===== config.mk =====
export PLATFORM = sky130hd
export DESIGN_NAME = backplane_xcvr
export DESIGN_NICKNAME = d
export VERILOG_FILES = /design/src/verilog/xcvr_pkg.sv /design/src/verilog/pin_sync.sv /design/src/verilog/cap_fifo.sv /design/src/verilog/backplane_xcvr.sv
export SDC_FILE = /design/constraint.sdc
export NUM_CORES = 1
export LEC_CHECK = 0
export ABC_AREA = 1
export BUFFER_PORTS_ARGS = -buffer_cell sky130_fd_sc_hd__buf_4
export CAP_MARGIN = 20
export CORE_AREA = 2 2 208 210
export CTS_CLUSTER_DIAMETER = 50
export DETAILED_ROUTE_END_ITERATION = 16
export DIE_AREA = 0 0 210 212
export SLEW_MARGIN = 25
export SYNTH_ARGS = -nofsm -noshare
export SYNTH_HDL_FRONTEND = slang
export SYNTH_SLANG_ARGS = --single-unit

===== constraint.sdc =====
create_clock -name SYS_CLK -period 2.08 [get_ports SYS_CLK]
set_input_delay 0.208 -clock SYS_CLK [delete_from_list [all_inputs] [get_ports SYS_CLK]]
set_output_delay 0.208 -clock SYS_CLK [all_outputs]
set_load 0.01 [all_outputs]

===== src/verilog/xcvr_pkg.sv =====
// Purpose: shared constants and types for the registered backplane transceiver
// Assumes: one 25 MHz system clock; all pins arrive asynchronously
// Notes: mode codes follow the two-bit select pins of each direction
package xcvr_pkg;

    // Data path
    localparam int DATA_W = 8;
    localparam logic [7:0] DATA_RST = 8'h00;

    // Mode select codes, upper bit set means latch whatever the lower bit
    localparam logic [1:0] MODE_BUF = 2'h0;
    localparam logic [1:0] MODE_FF = 2'h1;
    localparam int MODE_HI_BIT = 1;

    // Pin synchroniser depth and its filtered-output reset value
    localparam int SYNC_STAGES = 3;
    localparam logic SYNC_RST = 1'h0;

    // Capture FIFO
    localparam int CAP_DEPTH = 8;

    // Clock figures, kept for latency bookkeeping
    localparam int CLK_PERIOD_NS = 40;
    localparam int PIN_LATENCY_CYCLES = 6;

    // One-hot logic element type of a direction
    typedef enum logic [2:0] {
        ELEM_BUF = 3'h1,
        ELEM_FF = 3'h2,
        ELEM_LATCH = 3'h4
    } elem_t;

    // Decode of a two-bit mode select into an element type
    function automatic elem_t decode_mode(input logic [1:0] sel);
        elem_t e;
        e = ELEM_BUF;
        if (sel[MODE_HI_BIT]) begin
            e = ELEM_LATCH;
        end else if (sel == MODE_FF) begin
            e = ELEM_FF;
        end
        return e;
    endfunction

endpackage


===== src/verilog/pin_sync.sv =====
// Purpose: three-flop synchroniser with agreement filter for pin inputs
// Assumes: pins are asynchronous to SYS_CLK
// Notes: filtered bit moves only when stages two and three agree
module pin_sync #(
    parameter int WIDTH = 1
) (
    input wire logic clk, // System clock
    input wire logic rst_n, // Asynchronous reset, active low
    input wire logic ce, // Clock enable, freezes state when low
    input wire logic [WIDTH-1:0] pin, // Raw asynchronous pins
    output logic [WIDTH-1:0] filt // Synchronised, filtered value
);
    import xcvr_pkg::*;

    logic [WIDTH-1:0] s1_reg;
    logic [WIDTH-1:0] s2_reg;
    logic [WIDTH-1:0] s3_reg;

    // Shift chain; s1 feeds only s2 to keep metastability contained
    always_ff @(posedge clk or negedge rst_n) begin
        if (!rst_n) begin
            s1_reg <= '0;
            s2_reg <= '0;
            s3_reg <= '0;
        end else if (ce) begin
            s1_reg <= pin;
            s2_reg <= s1_reg;
            s3_reg <= s2_reg;
        end
    end

    // Per-bit agreement filter rejects single-cycle glitches
    always_ff @(posedge clk or negedge rst_n) begin
        if (!rst_n) begin
            filt <= {WIDTH{SYNC_RST}};
        end else if (ce) begin
            for (int i = 0; i < WIDTH; i++) begin
                if (s2_reg[i] == s3_reg[i]) begin
                    filt[i] <= s3_reg[i];
                end
            end
        end
    end

endmodule


===== src/verilog/cap_fifo.sv =====
// Purpose: small FIFO with registered output stage for the capture stream
// Assumes: single clock; a push while in_ready is low is dropped
// Notes: holds DEPTH words in the array plus one in the output stage
module cap_fifo #(
    parameter int WIDTH = 8,
    parameter int DEPTH = 8
) (
    input wire logic clk, // System clock
    input wire logic rst_n, // Asynchronous reset, active low
    input wire logic ce, // Clock enable
    input wire logic in_valid, // Push request
    input wire logic [WIDTH-1:0] in_data, // Push data
    output logic in_ready, // Room for a push, registered
    output logic out_valid, // Output word present, registered
    output logic [WIDTH-1:0] out_data, // Output word, registered
    input wire logic out_ready // Consumer takes the output word
);
    localparam int PW = $clog2(DEPTH);

    logic [WIDTH-1:0] mem [DEPTH];
    logic [PW-1:0] wr_ptr_reg;
    logic [PW-1:0] rd_ptr_reg;
    logic [PW:0] count_reg;
    logic [PW:0] count_next;
    logic push;
    logic pop;

    // Pop moves a word into the output stage when it is empty or being taken
    assign push = in_valid && in_ready;
    assign pop = (count_reg != '0) && (!out_valid || out_ready);

    always_comb begin
        count_next = count_reg;
        if (push && !pop) begin
            count_next = count_reg + 1'b1;
        end else if (pop && !push) begin
            count_next = count_reg - 1'b1;
        end
    end

    // Storage array and pointers
    always_ff @(posedge clk or negedge rst_n) begin
        if (!rst_n) begin
            wr_ptr_reg <= '0;
            rd_ptr_reg <= '0;
            count_reg <= '0;
            in_ready <= 1'b1;
        end else if (ce) begin
            if (push) begin
                wr_ptr_reg <= PW'((wr_ptr_reg + 1'b1) % DEPTH);
            end
            if (pop) begin
                rd_ptr_reg <= PW'((rd_ptr_reg + 1'b1) % DEPTH);
            end
            count_reg <= count_next;
            in_ready <= (count_next != (PW+1)'(DEPTH));
        end
    end

    always_ff @(posedge clk) begin
        if (ce && push) begin
            mem[wr_ptr_reg] <= in_data;
        end
    end

    // Registered output stage
    always_ff @(posedge clk or negedge rst_n) begin
        if (!rst_n) begin
            out_valid <= 1'b0;
            out_data <= '0;
        end else if (ce) begin
            if (pop) begin
                out_valid <= 1'b1;
                out_data <= mem[rd_ptr_reg];
            end else if (out_ready) begin
                out_valid <= 1'b0;
            end
        end
    end

endmodule


===== src/verilog/backplane_xcvr.sv =====
// Purpose: eight-bit inverting registered transceiver, card port to backplane
// Assumes: every pin input is asynchronous and passes a three-flop filter
// Notes: buffer mode is a per-cycle copy, so all paths carry pin latency
// Notes: backplane is open drain; a bit is pulled low only while driving
// How it works
// - Eight bits each way, both paths inverted
// - Separate two-bit mode select per direction
// - 00 buffer, 01 flip-flop, 1x latch
// - Buffer mode passes inverted input straight through
// - Flip-flop captures on its direction clock rise
// - Latch transparent while its enable high
// - Feedback low: backplane feeds receive element
// - Feedback high: transmit element feeds receive
// - Card output floats when its enable low
// - Card output drives when its enable high
// - Backplane drives only enable high, low-enable low
// - Elements keep capturing while outputs disabled
// - Disabled elements retain stored data too
module backplane_xcvr #(
    parameter int WIDTH = xcvr_pkg::DATA_W,
    parameter int FIFO_DEPTH = xcvr_pkg::CAP_DEPTH
) (
    input wire logic SYS_CLK, // 25 MHz system clock
    input wire logic RESET_N, // Asynchronous reset, active low
    input wire logic CLK_EN, // Clock enable, freezes all state
    input wire logic [WIDTH-1:0] CARD_DATA_IN, // Card-side input data
    output logic [WIDTH-1:0] CARD_DATA_OUT, // Card-side output data
    output logic CARD_DATA_OUT_OE, // Card output enable, high drives
    input wire logic [WIDTH-1:0] BP_DATA_IN, // Backplane wire level
    output logic [WIDTH-1:0] BP_DATA_OUT, // Backplane drive level, always low
    output logic [WIDTH-1:0] BP_DATA_OE, // Backplane pull-down enable per bit
    input wire logic RX_MODE_SEL_HI, // Receive mode select, upper bit
    input wire logic RX_MODE_SEL_LO, // Receive mode select, lower bit
    input wire logic TX_MODE_SEL_HI, // Transmit mode select, upper bit
    input wire logic TX_MODE_SEL_LO, // Transmit mode select, lower bit
    input wire logic A2B_CLOCK_ENABLE, // Transmit clock or latch enable
    input wire logic B2A_CLOCK_ENABLE, // Receive clock or latch enable
    input wire logic FEEDBACK_SELECT, // Route transmit element to receive
    input wire logic A_OUT_ENABLE, // Card output enable
    input wire logic B_OUT_ENABLE, // Backplane enable, active high
    input wire logic B_OUT_ENABLE_LOW, // Backplane enable, active low
    input wire logic EDGE_RATE_SELECT, // High selects slow backplane edges
    output logic EDGE_RATE_SLOW, // Slew control to the pad, high slow
    output logic [WIDTH-1:0] CAPTURE_DATA, // Receive element history word
    output logic CAPTURE_VALID, // History word present
    input wire logic CAPTURE_READY, // Consumer takes history word
    output logic CAPTURE_SPACE // History FIFO can accept a word
);
    import xcvr_pkg::*;

    localparam int NSYNC = 2 * WIDTH + 11;

    // Filtered pin values
    logic [NSYNC-1:0] pins_raw;
    logic [NSYNC-1:0] pins_filt;
    logic [WIDTH-1:0] card_in_f;
    logic [WIDTH-1:0] bp_in_f;
    logic [1:0] rx_sel_f;
    logic [1:0] tx_sel_f;
    logic a2b_en_f;
    logic b2a_en_f;
    logic fb_f;
    logic a_oe_f;
    logic b_oe_f;
    logic b_oe_low_f;
    logic erc_f;

    // Element state and edge history
    elem_t tx_elem;
    elem_t rx_elem;
    logic a2b_en_prev_reg;
    logic b2a_en_prev_reg;
    logic a2b_rise;
    logic b2a_rise;
    logic [WIDTH-1:0] a2b_reg;
    logic [WIDTH-1:0] a2b_next;
    logic [WIDTH-1:0] b2a_reg;
    logic [WIDTH-1:0] b2a_next;
    logic [WIDTH-1:0] rx_src;
    logic b_drive;
    logic cap_push;

    // All pin inputs go through one filter bank
    assign pins_raw = {CARD_DATA_IN, BP_DATA_IN, RX_MODE_SEL_HI, RX_MODE_SEL_LO,
                       TX_MODE_SEL_HI, TX_MODE_SEL_LO, A2B_CLOCK_ENABLE,
                       B2A_CLOCK_ENABLE, FEEDBACK_SELECT, A_OUT_ENABLE,
                       B_OUT_ENABLE, B_OUT_ENABLE_LOW, EDGE_RATE_SELECT};

    pin_sync #(
        .WIDTH(NSYNC)
    ) u_pin_sync (
        .clk(SYS_CLK),
        .rst_n(RESET_N),
        .ce(CLK_EN),
        .pin(pins_raw),
        .filt(pins_filt)
    );

    assign {card_in_f, bp_in_f, rx_sel_f, tx_sel_f, a2b_en_f, b2a_en_f, fb_f,
            a_oe_f, b_oe_f, b_oe_low_f, erc_f} = pins_filt;

    // Mode decode per direction
    assign tx_elem = decode_mode(tx_sel_f);
    assign rx_elem = decode_mode(rx_sel_f);

    // Rising edges of the filtered direction clocks
    always_ff @(posedge SYS_CLK or negedge RESET_N) begin
        if (!RESET_N) begin
            a2b_en_prev_reg <= 1'b0;
            b2a_en_prev_reg <= 1'b0;
        end else if (CLK_EN) begin
            a2b_en_prev_reg <= a2b_en_f;
            b2a_en_prev_reg <= b2a_en_f;
        end
    end

    assign a2b_rise = a2b_en_f && !a2b_en_prev_reg;
    assign b2a_rise = b2a_en_f && !b2a_en_prev_reg;

    // Transmit element: stored value is the non-inverted point feeding back
    always_comb begin
        a2b_next = a2b_reg;
        case (tx_elem)
            ELEM_BUF: begin
                a2b_next = card_in_f;
            end
            ELEM_FF: begin
                if (a2b_rise) begin
                    a2b_next = card_in_f;
                end
            end
            ELEM_LATCH: begin
                if (a2b_en_f) begin
                    a2b_next = card_in_f;
                end
            end
            default: begin
                a2b_next = a2b_reg;
            end
        endcase
    end

    // Element runs whatever the output enables say
    always_ff @(posedge SYS_CLK or negedge RESET_N) begin
        if (!RESET_N) begin
            a2b_reg <= DATA_RST;
        end else if (CLK_EN) begin
            a2b_reg <= a2b_next;
        end
    end

    // Receive source: backplane, or the transmit element's stored data.
    // Feedback is taken inverted so the card port echoes card input as is.
    assign rx_src = fb_f ? ~a2b_reg : bp_in_f;

    // Receive element
    always_comb begin
        b2a_next = b2a_reg;
        case (rx_elem)
            ELEM_BUF: begin
                b2a_next = rx_src;
            end
            ELEM_FF: begin
                if (b2a_rise) begin
                    b2a_next = rx_src;
                end
            end
            ELEM_LATCH: begin
                if (b2a_en_f) begin
                    b2a_next = rx_src;
                end
            end
            default: begin
                b2a_next = b2a_reg;
            end
        endcase
    end

    always_ff @(posedge SYS_CLK or negedge RESET_N) begin
        if (!RESET_N) begin
            b2a_reg <= DATA_RST;
        end else if (CLK_EN) begin
            b2a_reg <= b2a_next;
        end
    end

    // Card port: inverted receive element, tristate by its enable
    always_ff @(posedge SYS_CLK or negedge RESET_N) begin
        if (!RESET_N) begin
            CARD_DATA_OUT <= ~DATA_RST;
            CARD_DATA_OUT_OE <= 1'b0;
        end else if (CLK_EN) begin
            CARD_DATA_OUT <= ~b2a_reg;
            CARD_DATA_OUT_OE <= a_oe_f;
        end
    end

    // Backplane driver needs both enables agreeing
    assign b_drive = b_oe_f && !b_oe_low_f;

    // Open drain: inverted data low means pull down, so pull where stored bit is 1
    always_ff @(posedge SYS_CLK or negedge RESET_N) begin
        if (!RESET_N) begin
            BP_DATA_OUT <= '0;
            BP_DATA_OE <= '0;
        end else if (CLK_EN) begin
            BP_DATA_OUT <= '0;
            BP_DATA_OE <= b_drive ? a2b_reg : '0;
        end
    end

    // Slew control is passed through; it never touches data
    always_ff @(posedge SYS_CLK or negedge RESET_N) begin
        if (!RESET_N) begin
            EDGE_RATE_SLOW <= 1'b0;
        end else if (CLK_EN) begin
            EDGE_RATE_SLOW <= erc_f;
        end
    end

    // History of receive element changes; a word is dropped when full,
    // since the element itself must never stall on a monitor
    assign cap_push = (b2a_next != b2a_reg);

    cap_fifo #(
        .WIDTH(WIDTH),
        .DEPTH(FIFO_DEPTH)
    ) u_cap_fifo (
        .clk(SYS_CLK),
        .rst_n(RESET_N),
        .ce(CLK_EN),
        .in_valid(cap_push),
        .in_data(b2a_next),
        .in_ready(CAPTURE_SPACE),
        .out_valid(CAPTURE_VALID),
        .out_data(CAPTURE_DATA),
        .out_ready(CAPTURE_READY)
    );
endmodule


==> impl_results.md, run 1 <==
* Final Slew Violations at 0
* Worst reg2reg setup slack at -250 ps
* Yosys reg bits at between 200 and 250
* Worst-margin pin slew at 526 ps
* RR Startpoint: u_pin_sync.filt[9]$_DFFE_PN0P_
* Synth Instances at 971
* Die area at 44500 um^2
* Tmin final at about 2300 ps
* Syn. warnings at 0
* Seq. cell area at 6040 um^2
* Slew headroom at 64.9%
* Maximum VDD drop at ~0.72 mV
* Gr usage total at 9.69%
* Most frequent cells in the layout: nand2_1, dfrtp_1, o21ai_0, inv_1, buf_4
* Final setup margin at -248 ps
* Drt first pass iters at 5
* GRT overflow at 0
* Failing checks: negative setup slack
* Critical path data arrival time at 2520 ps
* WL per Instance at between 10 and 15 um
* CP required at 2280 ps
* Fillers at between 4k and 5k
* Placeable Area at 42500 um^2
* Final GP Congestion at roughly 0.81
* WP depth at 14
* Fmax at 430 MHz
* Die Wd at 210 um
* Clock Tree Buf Depth at 3
* Antenna-violating nets left at 0
* Slowest stage delay, CP at about 370 ps
* Placed instance count at 1562
* Sequential area share after synthesis at 63.0%
* Worst reg2reg path depth at 14
* Min-Delay Path Class: in -> reg
* CP Class: reg -> reg
* Most common cell after layout, fill and taps aside: nand2_1
* Layout cells sized above 1 at 18.2%
* # IOs at 67
* Final setup viols at 65
* Crit-path cells: or2_1 > nand2_4 > clkbuf_16 > nand3_1 > nand2_1 > inv_1 > nand2_1 > nor2_2 > nand2_4 > nand2_4 > nor2_4 > inv_2 > or2_4 > nor2_4
* Smallest hold slack at roughly 43 ps
* Die Height at 212 um
* MaxCap Viol Count at 0
* Top reg by flops: u_cap_fifo.mem
* Cell row count at 76
* DRC Markers at 0
* DR vias at 6764
* Buffers & Inverters on Critical Path at 3
* Ant. Diodes at 0
* CP delay by family, top: simple AND/OR/NAND/NOR gates
* Fin Setup TNS at -12670 ps
* Clk pin slew, worst setup/hold paths at about 60 ps
* Final Hold Violating Endpoints at 0
* Initial Utilization at a little under a quarter
* Final worst-path cycle share at 112%
* Final nets at about 1.1k
* Leak at 5.52 nW
* Synth Cell Area at 9580 um^2
* Critical Path Sink: u_cap_fifo.mem[6][4]$_DFFE_PP_
* Num Clock Sinks at between 200 and 250
* Clock insertion delay at the later pin of the skew report at 530 ps
* Final wirelength at 21.2 mm
* Crit Path Max Fanout at 14
* Worst Setup SP: u_pin_sync.filt[9]$_DFFE_PN0P_
* Initial DRC count at 421
* Multi-input logic area at about 3000 um^2
* Num CTS Buffers at 26
* Library cells used by synthesis at 38
* Top cell by count, worst path: nand2_4
* Status: finished with violations
* Initial antenna violation count at 0
* IO Port Bufs at between 50 and 60
* Max FFs per register at 64
* Largest net degree at the start of global routing at 105
* Vias in the first global route at 6522
* Slowest CP cell: dfrtp_1
* DR vias/cell at 4.12
* CTS root buffer: clkbuf_16
* Non-filler cells, final at 1642
* CP Capture Type: register
* Unrepaired setup endpoints after global routing: true
* Area grow syn2layout at 26.1%
* Synthesized area per cell at 9.86 um^2
* Crit Reg-Reg Endpoint: u_cap_fifo.mem[6][4]$_DFFE_PP_
* Startpoint Class: register
* First-pass GRT wire length at 34.9 mm
* P per Cell Area at 1240 nW/um^2
* Clock skew at 22.3 ps
* Hpwl dp at 14.2 mm
* H-tree levels at 1
* CTS tree: done
==> report_power, final <==
group	total [mW]	internal, mW	switching (mW)
clock network	4.36	2.54	1.82
registers	6.39	5.78	0.611
logic	4.24	1.64	2.60
==> metal layers <==
| metal | vias to the layer above | GRT usage (%) | part of all wire, % |
|---|---|---|---|
| met5 | - | 0 | 0 |
| met4 | 0 | 2.03 | 1.4 |
| met3 | 22 | 1.80 | 4.1 |
| met2 | 118 | 15.6 | 45 |
| met1 | 3239 | 13.6 | 49 |
| li1 | 3385 | - | - |
==> how the worst min path moves through the flow <==
stage,start,to,slack (ps),cells past startpoint
6_report,CAPTURE_READY,u_cap_fifo.out_valid$_DFFE_PN0P_,40,4
3_5_place_dp,RESET_N,u_cap_fifo.out_data[1]$_DFFE_PN0P_,200,1
5_1_grt,CAPTURE_READY,u_cap_fifo.out_valid$_DFFE_PN0P_,70,4
3_3_place_gp,RESET_N,u_cap_fifo.out_valid$_DFFE_PN0P_,200,1
4_1_cts,CAPTURE_READY,u_cap_fifo.out_valid$_DFFE_PN0P_,20,4
2_1_floorplan,RESET_N,BP_DATA_OE[0]$_DFFE_PN0P_,-90,0
==> stage by stage <==
stage          total power [mW]  utilization [%]  worst slack [ps]  area, um^2
6_report                   15.0             28.4              -248       12100
3_3_place_gp               10.4             25.4              -139       10800
3_5_place_dp               10.5             25.4              -167       10800
2_1_floorplan              8.93                -              -120        9640
5_1_grt                    16.0             28.4              -365       12100
4_1_cts                    15.0             28.1              -217       11900
==> cell type report <==
cell class / count / share of cell area, %
timing repair buffer: 125 / 9.37
clock inverter: 16 / 1.11
sequential: 228 / 50.0
clock buffer: 31 / 5.79
multi-input combinational: 595 / 24.9
inverter: 101 / 3.15
tap: 546 / 5.66
==> kinds of logic after synthesis <==
family,share of synthesized area (%)
adder cells (fa/ha/maj),0.653
other,0.0392
flip-flops,63.0
XOR/XNOR,0.457
AND/OR/NAND/NOR,16.5
buffers and inverters,6.66
AO/OA/AOI/OAI,11.0
multiplexers,1.66
==> tightest hold or removal path, stage by stage <==
cell and delay (ps):
buf_4 110, inv_1 50, o21ai_0 90, nand2_1 70
==> timing repair <==
item                                    4_1_cts  5_1_grt
buffers inserted                              0        3
cloned                                        0        2
endpoints found under the setup margin       65       70
resized for setup                             1       19
pin swaps                                     0        3
hold buffers                                 29        0
hold endpoints to repair                     70        0
==> cell usage after synthesis <==
master    instances  area [um^2]
nor2_4            1         11.3
buf_1             2         7.51
inv_2             6         22.5
or2_4             1         8.76
buf_6             1         11.3
nand2_1         250          938
mux2i_1           8         80.1
conb_1            1         3.75
o32ai_1           8         70.1
o31ai_1           1         7.51
nand3b_1          4         30.0
ha_1              5         62.6
dfrtp_1         155         3880
clkbuf_1         40          150
dfstp_2           9          236
o32ai_2           1         16.3
o21ai_1           9         45.0
o221ai_1          8         70.1
xor2_1            4         35.0
nand2_4           3         33.8
nand4_1           2         12.5
o21ai_0         126          631
nand3_2           2         20.0
nor2_1           68          255
o21ai_2           7         61.3
nand2_2           5         31.3
and2_1            1         6.26
mux2_2            7         78.8
inv_1            95          357
or2_1             2         12.5
edfxtp_1         64         1920
nor2_2            7         43.8
buf_4            10         75.1
xnor2_1           1         8.76
o211ai_1         19          143
a21oi_1           2         10.0
nand3_1          35          175
buf_8             1         15.0
No activity file was read; power rests on OpenSTA's default activity.
==> run 2: changes to the inputs <==
--- a/config.mk
+++ b/config.mk
@@ -9,6 +9,7 @@
 export BUFFER_PORTS_ARGS = -buffer_cell sky130_fd_sc_hd__buf_4
 export CAP_MARGIN = 20
 export CORE_AREA = 2 2 208 210
+export CTS_BUF_LIST = sky130_fd_sc_hd__clkbuf_2 sky130_fd_sc_hd__clkbuf_4 sky130_fd_sc_hd__clkbuf_8
 export CTS_CLUSTER_DIAMETER = 50
 export DETAILED_ROUTE_END_ITERATION = 16
 export DIE_AREA = 0 0 210 212
==> constraint.sdc (replaced) <==
create_clock -name SYS_CLK -period 2.78 [get_ports SYS_CLK]
set_input_delay 0.278 -clock SYS_CLK [delete_from_list [all_inputs] [get_ports SYS_CLK]]
set_output_delay 0.278 -clock SYS_CLK [all_outputs]
set_load 0.01 [all_outputs]
==> impl_results.md, run 2 (synthesis results as in run 1) <==
* Layout cells sized above 1 at 17.5%
* Most common cell after layout, fill and taps aside: nand2_1
* Clock insertion delay at the later pin of the skew report at 540 ps
* CTS tree: done
* GRT overflow at 0
* Num CTS Buffers at 40
* Final core occ at ~28%
* Clock skew at 22.1 ps
* WL per Instance at 13.2 um
* Final Slew Violations at 0
* CP Class: reg -> reg
* Antenna-violating nets left at 0
* CP Capture Type: register
* Final Hold Violating Endpoints at 0
* Most frequent cells in the layout: nand2_1, dfrtp_1, o21ai_0, inv_1, buf_4
* Drt first pass iters at 5
* Final nets at between 1k and 1.5k
* P per Cell Area at 936 nW/um^2
* Die Wd at 210 um
* Placed Area at ~11000 um^2
* Final worst-path cycle share at 92.8%
* Startpoint Class: register
* Die Height at 212 um
* CTS root buffer: clkbuf_8
* Final GP Congestion at ~0.85
* Leak at 5.39 nW
* Critical path data arrival time at about 2800 ps
* Largest net degree at the start of global routing at 68
* Vias in the first global route at approximately 6.7k
* Area grow syn2layout at 22.7%
* Max FFs per register at 64
* Ant. Diodes at 0
* Fmax at between 300 and 400 MHz
* Hold path cells at 3
* Crit Path Max Fanout at 31
* Initial Utilization at 22.5%
* Final setup viols at 0
* Final wirelength at around 22 mm
* DR vias/cell at 4.11
* Placeable Area at ~43000 um^2
* Hpwl dp at around 15 mm
* Clock Tree Buf Depth at 3
* CP required at 2960 ps
* Worst-margin pin slew at roughly 870 ps
* DR vias at between 6k and 7k
* Initial antenna violation count at 0
* Clk pin slew, worst setup/hold paths at about 60 ps
* Unrepaired setup endpoints after global routing: true
* Design Area, Final at 11800 um^2
* Worst reg2reg path depth at 13
* MaxCap Viol Count at 0
* Initial DRC count at 407
* IO Port Bufs at 58
* # IOs at 67
* Maximum VDD drop at about 0.33 mV
* Min-Delay Path Class: in -> reg
* Die area at 44500 um^2
* Num Clock Sinks at 228
* Top reg by flops: u_cap_fifo.mem
* Gr usage total at 10.0%
* Status: completed
* Cell row count at 76
* Tmin final at 2580 ps
* DRC Markers at 0
* First-pass GRT wire length at 35.3 mm
* H-tree levels at 2
* Slew headroom at 42.1%
[run 2: final timing paths]
check | start | endpoint | slack [ps]
worst max-delay path | u_pin_sync.filt[9]$_DFFE_PN0P_ | u_cap_fifo.mem[4][5]$_DFFE_PP_ | 200
worst min-delay path | CLK_EN | u_pin_sync.s1_reg[8]$_DFFE_PN0P_ | 60
worst max register to register | u_pin_sync.filt[9]$_DFFE_PN0P_ | u_cap_fifo.mem[4][5]$_DFFE_PP_ | 200
worst min register to register | b2a_en_prev_reg$_DFFE_PN0P_ | b2a_en_prev_reg$_DFFE_PN0P_ | 470
max in group asynchronous | RESET_N | CARD_DATA_OUT[6]$_DFFE_PN1P_ | 1730
min in group asynchronous | RESET_N | u_cap_fifo.count_reg[3]$_DFFE_PN0P_ | 260
[run 2: metal layers]
metal / global-route usage [%] / vias up / wire length (um)
met4: 3.03 / 0 / 407
li1: - / 3356 / -
met3: 2.27 / 30 / 1070
met5: 0 / - / 0
met1: 13.2 / 3215 / 9990
met2: 16.5 / 147 / 10200
[run 2: report_power, final]
| group | leakage, nW | switching (mW) | total, mW | internal (mW) |
|---|---|---|---|---|
| logic | 2.29 | 1.75 | 2.75 | 0.998 |
| clock network | 0.456 | 1.40 | 3.36 | 1.96 |
| registers | 2.63 | 0.563 | 4.89 | 4.32 |
| total | 5.39 | 3.71 | 11.0 | 7.28 |
[run 2: what timing repair did]
action | CTS | global route
setup endpoints to repair | 16 | 32
hold endpoints to repair | 64 | 0
setup buffers | 0 | 0
hold buffers | 28 | 0
gates resized for setup | 1 | 2
[run 2: worst max-delay path, stage by stage (launching register included)]
cell and delay, ps:
dfrtp_1 370, or2_1 260, nand2_4 240, nand2_1 110
nand2_1 70, nand2_1 50, nand2_1 70, nor2_2 50
nand2_4 90, nand2_4 80, nor2_4 150, inv_2 50
or2_4 270, nor2_2 330
[run 2: cell type report]
type	count	area, um^2
fillers	4494	30800
flip-flops and latches	228	6040
multi-input cells	595	2940
repair buffers	99	830
clock buffers	55	713
well taps	546	683
inverters	101	380
clock inverters	16	171
[run 2: through the flow]
stage	worst slack [ps]	std cells	hold WS [ps]	power [mW]	setup TNS (ps)
final	200	1640	58.8	11.0	0
after global routing	-7.51	1640	35.6	11.7	-113
after CTS	43.0	1640	17.2	11.1	0
after detailed placement	11.0	1541	258	7.68	0
after global placement	118	1541	251	7.60	0
after floorplan	540	978	-17.6	6.64	0
